===== config.mk =====
export PLATFORM = sky130hd
export DESIGN_NAME = bmw_regs
export DESIGN_NICKNAME = d
export VERILOG_FILES = /design/src/core/bmw_pkg.sv /design/src/core/bmw_regs.sv
export SDC_FILE = /design/constraint.sdc
export NUM_CORES = 1
export LEC_CHECK = 0
export BUFFER_PORTS_ARGS = -buffer_cell sky130_fd_sc_hd__buf_2
export CORE_ASPECT_RATIO = 1.75
export CORE_UTILIZATION = 55
export DETAILED_ROUTE_END_ITERATION = 10
export PLACE_DENSITY = 0.86
export RECOVER_POWER = 50
export SETUP_SLACK_MARGIN = 0.1
export SLEW_MARGIN = 5
export SYNTH_ARGS = -nofsm -noshare
export SYNTH_HDL_FRONTEND = slang
export SYNTH_SLANG_ARGS = --single-unit

===== constraint.sdc =====
create_clock -name clk -period 3.9 [get_ports clk]
set_input_delay 0.195 -clock clk [delete_from_list [all_inputs] [get_ports clk]]
set_output_delay 0.195 -clock clk [all_outputs]
set_load 0.01 [all_outputs]

===== src/core/bmw_pkg.sv =====
`default_nettype none
package bmw_pkg;

  // ==========================================================================
  // Register offsets (byte addresses in configuration space)
  localparam logic [7:0] BMW_OFF_MEM_BASE = 8'h20;
  localparam logic [7:0] BMW_OFF_MEM_LIMIT = 8'h22;
  localparam logic [7:0] BMW_OFF_PF_BASE = 8'h24;
  localparam logic [7:0] BMW_OFF_PF_LIMIT = 8'h26;

  // ==========================================================================
  // Field layout
  localparam int BMW_BOUND_LSB = 4;
  localparam int BMW_BOUND_W = 12;
  localparam int BMW_LOW_ADDR_W = 20;
  localparam logic [3:0] BMW_WIDE_ADDRESS_FLAG = 4'h1;
  localparam logic [3:0] BMW_RSVD_LOW = 4'h0;
  localparam logic [19:0] BMW_LOW_ZERO = 20'h00000;
  localparam logic [19:0] BMW_LOW_ONES = 20'hFFFFF;

  // ==========================================================================
  // Reset values
  localparam logic [11:0] BMW_BOUND_RST = 12'h000;
  localparam logic [15:0] BMW_MEM_RST = 16'h0000;
  localparam logic [15:0] BMW_PF_RST = 16'h0001;

  // ==========================================================================
  // Carriers
  typedef struct packed {
    logic wr;
    logic rd;
    logic [7:0] addr;
    logic [15:0] wdata;
    logic [1:0] be;
  } bmw_cfg_req_t;

  typedef struct packed {
    logic rvalid;
    logic [15:0] rdata;
  } bmw_cfg_rsp_t;

  typedef struct packed {
    logic mem_hit;
    logic pf_hit;
  } bmw_hit_t;

endpackage
`default_nettype wire


===== src/core/bmw_regs.sv =====
`timescale 1ns/10ps
`default_nettype none

// Contract
// Writable 12-bit memory window base forms address bits 31:20, low bits zero.
// Writable 12-bit memory window limit forms bits 31:20, low bits all ones.
// Memory base and limit low four bits read zero, writes ignored.
// Writable prefetch base bits 31:20; upper 32 bits from companion input.
// Writable prefetch limit bits 31:20; upper 32 bits from companion input.
// Prefetch registers low four bits read fixed one, writes ignored.
// Each base/limit pair decides whether a memory transaction is forwarded.
// Reset: memory registers read zero, prefetch registers read 0001h.
// Compare inclusive both ends; limit below base never hits; prefetch uses 64 bits.
module bmw_regs
  import bmw_pkg::*;
(
  input wire logic clk,
  input wire logic reset,
  input wire bmw_cfg_req_t cfg_req,
  output bmw_cfg_rsp_t cfg_rsp,
  input wire logic [31:0] pf_base_upper,
  input wire logic [31:0] pf_limit_upper,
  input wire logic txn_valid,
  input wire logic [63:0] txn_addr,
  output bmw_hit_t hit
);

  // ==========================================================================
  // Bound storage
  logic [11:0] window_low_bound_ff;
  logic [11:0] window_high_bound_ff;
  logic [11:0] prefetch_low_bound_ff;
  logic [11:0] prefetch_high_bound_ff;

  // Merge a write into a bound, honouring byte enables; low nibble never stored
  function automatic logic [11:0] bmw_merge(input logic [11:0] cur, input logic [15:0] wd,
                                             input logic [1:0] be);
    logic [11:0] r;
    r = cur;
    if (be[0]) begin
      r[3:0] = wd[7:4];
    end
    if (be[1]) begin
      r[11:4] = wd[15:8];
    end
    return r;
  endfunction

  logic wr_mb;
  logic wr_ml;
  logic wr_pb;
  logic wr_pl;
  assign wr_mb = cfg_req.wr && (cfg_req.addr == BMW_OFF_MEM_BASE);
  assign wr_ml = cfg_req.wr && (cfg_req.addr == BMW_OFF_MEM_LIMIT);
  assign wr_pb = cfg_req.wr && (cfg_req.addr == BMW_OFF_PF_BASE);
  assign wr_pl = cfg_req.wr && (cfg_req.addr == BMW_OFF_PF_LIMIT);

  always_ff @(posedge clk or posedge reset) begin
    if (reset) begin
      window_low_bound_ff <= BMW_BOUND_RST;
    end else if (wr_mb) begin
      window_low_bound_ff <= bmw_merge(window_low_bound_ff, cfg_req.wdata, cfg_req.be);
    end
  end

  always_ff @(posedge clk or posedge reset) begin
    if (reset) begin
      window_high_bound_ff <= BMW_BOUND_RST;
    end else if (wr_ml) begin
      window_high_bound_ff <= bmw_merge(window_high_bound_ff, cfg_req.wdata, cfg_req.be);
    end
  end

  always_ff @(posedge clk or posedge reset) begin
    if (reset) begin
      prefetch_low_bound_ff <= BMW_BOUND_RST;
    end else if (wr_pb) begin
      prefetch_low_bound_ff <= bmw_merge(prefetch_low_bound_ff, cfg_req.wdata, cfg_req.be);
    end
  end

  always_ff @(posedge clk or posedge reset) begin
    if (reset) begin
      prefetch_high_bound_ff <= BMW_BOUND_RST;
    end else if (wr_pl) begin
      prefetch_high_bound_ff <= bmw_merge(prefetch_high_bound_ff, cfg_req.wdata, cfg_req.be);
    end
  end

  // ==========================================================================
  // Read path
  logic [15:0] nxt_rdata;
  always_comb begin
    nxt_rdata = 16'h0000;
    unique case (cfg_req.addr)
      BMW_OFF_MEM_BASE: begin
        nxt_rdata = {window_low_bound_ff, BMW_RSVD_LOW};
      end
      BMW_OFF_MEM_LIMIT: begin
        nxt_rdata = {window_high_bound_ff, BMW_RSVD_LOW};
      end
      BMW_OFF_PF_BASE: begin
        nxt_rdata = {prefetch_low_bound_ff, BMW_WIDE_ADDRESS_FLAG};
      end
      BMW_OFF_PF_LIMIT: begin
        nxt_rdata = {prefetch_high_bound_ff, BMW_WIDE_ADDRESS_FLAG};
      end
      default: begin
        nxt_rdata = 16'h0000;
      end
    endcase
  end

  bmw_cfg_rsp_t cfg_rsp_ff;
  always_ff @(posedge clk or posedge reset) begin
    if (reset) begin
      cfg_rsp_ff <= '0;
    end else begin
      cfg_rsp_ff.rvalid <= cfg_req.rd;
      cfg_rsp_ff.rdata <= cfg_req.rd ? nxt_rdata : 16'h0000;
    end
  end
  assign cfg_rsp = cfg_rsp_ff;

  // ==========================================================================
  // Window compare
  logic [63:0] pf_lo;
  logic [63:0] pf_hi;
  logic [31:0] mem_lo;
  logic [31:0] mem_hi;
  assign mem_lo = {window_low_bound_ff, BMW_LOW_ZERO};
  assign mem_hi = {window_high_bound_ff, BMW_LOW_ONES};
  assign pf_lo = {pf_base_upper, prefetch_low_bound_ff, BMW_LOW_ZERO};
  assign pf_hi = {pf_limit_upper, prefetch_high_bound_ff, BMW_LOW_ONES};

  logic nxt_mem_hit;
  logic nxt_pf_hit;
  // Memory window decodes 32-bit addresses only
  assign nxt_mem_hit = txn_valid && (txn_addr[63:32] == 32'h00000000) &&
                       (txn_addr[31:0] >= mem_lo) && (txn_addr[31:0] <= mem_hi);
  assign nxt_pf_hit = txn_valid && (txn_addr >= pf_lo) && (txn_addr <= pf_hi);

  bmw_hit_t hit_ff;
  always_ff @(posedge clk or posedge reset) begin
    if (reset) begin
      hit_ff <= '0;
    end else begin
      hit_ff.mem_hit <= nxt_mem_hit;
      hit_ff.pf_hit <= nxt_pf_hit;
    end
  end
  assign hit = hit_ff;
endmodule

`default_nettype wire


Word level (Yosys, flattened, before mapping)

Index checks and enable logic that the tools add are counted.

Flip-flop bits (word level): 67
Input bits: 159
Output and inout port bits: 19
Word-level logic and storage cells: 40

Order comparisons: 4
Eq/ne operators: 4
Mux-type cells: 2
Reductions and logical operators: 18

Operators with widths:

| operator             | number |
|---|---|
| $ge A64 B64 Y1       | 1 |
| $le A64 B64 Y1       | 1 |
| $pmux W16 S4         | 1 |
| $eq A8 B6 Y1 const B | 4 |
| $ge A32 B32 Y1       | 1 |
| $le A32 B32 Y1       | 1 |
| $logic_not A32 Y1    | 1 |
| $mux W16             | 1 |
| $reduce_and A2 Y1    | 8 |
| $logic_and A1 B1 Y1  | 9 |

Longest topological paths before layout

Word-level depth: 4
Depth in mapped cells: 8
Mapped depth without buffers: 8

Least setup slack after synthesis

No wires, ideal clock.

Path kind: input-to-reg
Start: input port pf_limit_upper[27]
End: register hit_ff, in the netlist hit[0]
Library setup time: 87 ps
Data arrival time: 1,983 ps
Data required time: 3,813 ps
Path slack: 1,830 ps
Stages: 8
Path buffers: 0
Path through: inv_1 > ha_1 > nand4_2 > nor3_2 > nand2_1 > or4_1 > or4_1 > a22oi_1

Word-level cells in the longest chain between the ends: 2

RTL lines:

| element             | RTL line        | text |
|---|---|---|
| start: declaration  | bmw_regs.sv:22  | `input wire logic [31:0] pf_limit_upper,` |
| $le A64 B64 Y1      | bmw_regs.sv:141 | `assign nxt_pf_hit = txn_valid && (txn_addr >= pf_lo) && (txn_addr <= pf_hi);` |
| $logic_and A1 B1 Y1 | bmw_regs.sv:141 |  |
| via nxt_pf_hit      | bmw_regs.sv:137 | `logic nxt_pf_hit;` |
| end: declaration    | bmw_regs.sv:143 | `bmw_hit_t hit_ff;` |

The timed path passes the listed nets, and every way through them passes these cells.
A chain may end at the register's enable or synchronous reset.

Worst setup path after layout

Start: input port cfg_req[25] in the netlist's numbering
End: register window_high_bound_ff[9]

Word-level cells in the longest chain between the ends: 3

RTL lines:

| element                     | RTL line       | text |
|---|---|---|
| start: declaration          | bmw_regs.sv:19 | `input wire bmw_cfg_req_t cfg_req,` |
| $eq A8 B6 Y1                | bmw_regs.sv:54 | `assign wr_ml = cfg_req.wr && (cfg_req.addr == BMW_OFF_MEM_LIMIT);` |
| $logic_and A1 B1 Y1         | bmw_regs.sv:54 |  |
| $reduce_and A2 Y1 (no line) | --             |  |
| end signal: assignment      | bmw_regs.sv:70 | `window_high_bound_ff <= bmw_merge(window_high_bound_ff, cfg_req.wdata, cfg_req.be);` |
| end: declaration            | bmw_regs.sv:31 | `logic [11:0] window_high_bound_ff;` |

Every way passes these cells.

==> metrics.txt <==
H-Tree Depth=3; fin. max-slew vios=0; fin area=about 0.0067 mm²; dpl hpwl=13.6 mm; Setup Skew=between 0.004 and 0.005 ns; hold slack=about 0.14 ns; post-synthesis mux area share=2.65%; Hold Fails Final Rpt=0; post-cts resize count=0; Crit Path Max Fanout=16; met1 wire length=around 5.6 mm; Clk pwr share=just under 40%; grt ovf=0; CORE AREA=~0.0098 mm²; CP startpoint kind=input port; Compound-Gate Fraction of Synth Area=about 18%; placed cell area=approximately 0.0064 mm²; I/O pin count=about 180; cts hold-fix bufs=2; routed length per placed instance=17.3 µm; maxcap violations=0; Max Freq=382 MHz; simple-gate share of the synthesized area=between 10% and 20%; Sw Ratio=28.8%; Place WS=approximately 1.2 ns; Worst Setup End Kind=flop; WP data required=4.13 ns; Avg Vias per Cell=about 5.9; combinational share of power=between 20 and 25%; Synth Area in XOR/XNOR=0%; antenna violations before repair=0; Psw=approximately 520 µW; ys async rst share=100%; Synth Area in Adders=about 25%; reg2reg setup slack=1.66 ns; vias in the first global route=between 5,000 and 6,000; Reg power frac=about two fifths; yosys warns=0; final worst slack=between 1 and 1.5 ns; width of the die=roughly 78 µm; Clock transition at path regs=roughly 0.05 ns; Mapped Cells=roughly 650; area of the mapped netlist=approximately 0.0055 mm²; Mapped Avg Cell Area=about 8.6 µm²; final wirelength=between 15 and 20 mm; register area share after synthesis=between 20 and 30%; P&R area growth vs syn=21.0%; Min-Delay Path Class=in2reg; Final setup viols=0; Layout Nets=1,085; Top FF cell, synth=dfrtp_1; setup TNS=0 ns; Vias=approximately 5,600; Pint=about 1.3 mW; WL met3=approximately 780 µm; later-pin clock latency in the skew report=0.33 ns; Least-Margin Pin Slew=roughly 1.2 ns; Crit Path Class=in2reg; largest family of logic cells by synthesized area=adder cells; Clock Sinks=64; pin count of the biggest net entering global routing=35; # Post-CTS Setup Buffers=0; P_leak=3.71 nW; die area=between 0.01 and 0.015 mm²; PD cells=about 270 mW/mm²; layout cells sized above 1=between 20% and 30%; num rows=between 40 and 50; number of flops mapped to enable cells by yosys=0; maximum root-to-sink buffer count=2; Rel. slew slack=a little under a fifth; Pre-Repair DR Iteration Count=5; Critical Path AT=2.85 ns; Die H=~130 µm; worst vdd ir=between 150 and 200 µV; WL met2=8.97 mm; PortBufs=between 150 and 200; RSZ-0062 raised after global routing=no; Initial DRC Count=approximately 340; CTS tree=built; highest routed layer=met4; antenna fix cells=0; Post-route DRC=0; status=completed; first-pass GRT wire length=approximately 26 mm; root buf cell=clkbuf_16; Starting Density=between 50 and 60%; fin crit share=67.1%; #FFs+latches synth=64; Synth cell types=47; CTS Buf Count=9; gr usage total=between 30 and 40%; GPL Wtd Cong=0.918; ANT nets after route=0; post-layout min period=2.62 ns
-- cell families (layout without fill, tap and decap cells) --
group / count (synthesis) / count (layout)
AOI/OAI and AO/OA: 164 / 164
and+or+nand+nor: 158 / 158
buffers and inverters: 134 / 305
adders and majority gates: 112 / 112
DFF: 64 / 64
muxes: 13 / 13
other: 1 / 3
-- Yosys cell counts (2+ instances only) --
library cell / number / share of area, %
a21oi_1: 58 / 5.3
dfrtp_1: 64 / 29
nor4_1: 13 / 1.5
a22oi_1: 25 / 3.4
nand3_1: 9 / 0.81
mux2_1: 13 / 2.6
nor2_1: 13 / 0.88
or3_1: 2 / 0.23
nand4_1: 28 / 3.2
buf_2: 8 / 0.72
o221ai_1: 2 / 0.32
a21o_1: 14 / 1.9
inv_1: 115 / 7.8
or4_1: 2 / 0.27
nand2_1: 62 / 4.2
a211oi_1: 4 / 0.54
and3_1: 11 / 1.2
o21ai_0: 9 / 0.81
nor3_1: 6 / 0.54
o21ai_1: 40 / 3.6
buf_4: 9 / 1.2
a221oi_1: 2 / 0.32
a2111oi_0: 2 / 0.32
ha_1: 112 / 25
-- worst max-delay path, stage by stage --
cell,delay (ns)
buf_2,0.09
or4b_1,0.54
nor3_1,0.42
and3b_1,0.65
and3_1,0.67
nand2_1,0.12
o21ai_1,0.15
-- cells in the final DEF, fill, tap and decap left out, types with 2 or more instances in the layout --
cell type,instances
a2111oi_0,2
a211oi_1,4
a21o_1,14
a21oi_1,58
a221oi_1,2
a22oi_1,25
and3_1,11
buf_2,153
buf_4,2
clkbuf_1,18
clkbuf_16,9
clkinv_2,4
conb_1,3
dfrtp_1,64
dlygate4sd3_1,2
ha_1,112
inv_1,115
mux2_1,13
nand2_1,62
nand3_1,9
nand4_1,28
nor2_1,13
nor3_1,7
nor4_1,13
o21ai_0,9
o21ai_1,40
o221ai_1,2
or3_1,2
or4_1,2
-- cell type report --
| class | instances | area [µm²] |
|---|---|---|
| Inverter | 115 | 432 |
| Tap cell | 125 | 156 |
| Fill cell | 779 | 3100 |
| Multi-Input combinational cell | 450 | 3370 |
| Timing Repair Buffer | 174 | 865 |
| Clock buffer | 10 | 229 |
| Clock inverter | 6 | 36.3 |
| Sequential cell | 64 | 1600 |
-- path summary, 6_finish.rpt --
| path | endpoint | depth (start not counted) | from |
|---|---|---|---|
| worst min register to register | prefetch_low_bound_ff[4] | 1 | prefetch_low_bound_ff[4] |
| worst min-delay path | window_low_bound_ff[11] | 3 | cfg_req[17] |
| min in group asynchronous | cfg_rsp[16] | 3 | reset |
| max in group asynchronous | window_high_bound_ff[6] | 4 | reset |
| worst max-delay path | window_high_bound_ff[9] | 7 | cfg_req[25] |
| worst max register to register | hit[0] | 8 | prefetch_low_bound_ff[9] |
-- per-stage QoR --
stage / utilization [%] / cells / total power [mW]
detailed placement: 65.7 / 926 / 1.11
global placement: 65.7 / 926 / 1.08
global route: 68.3 / 944 / 1.90
finish: 68.3 / 944 / 1.81
CTS: 68.6 / 944 / 1.82
floorplan: - / 648 / 0.928
-- layer usage --
metal	vias up	track usage (%)
li1	2627	-
met1	2585	30.6
met2	264	62.6
met3	74	3.78
met4	0	22.9
met5	-	0
-- sequential cells by signal, indices dropped and copies added (netlist names) --
signal                  count
prefetch_high_bound_ff     12
hit                         2
window_low_bound_ff        12
prefetch_low_bound_ff      12
cfg_rsp                    14
window_high_bound_ff       12
-- power groups by stage --
stage	clock [mW]	combinational [mW]	sequential (mW)
after floorplan	0	0.220	0.708
after global placement	0	0.372	0.710
after detailed placement	0	0.401	0.711
after CTS	0.712	0.406	0.700
after global routing	0.739	0.459	0.702
final	0.704	0.408	0.701
Note: power is estimated with default switching activity, not from simulation.
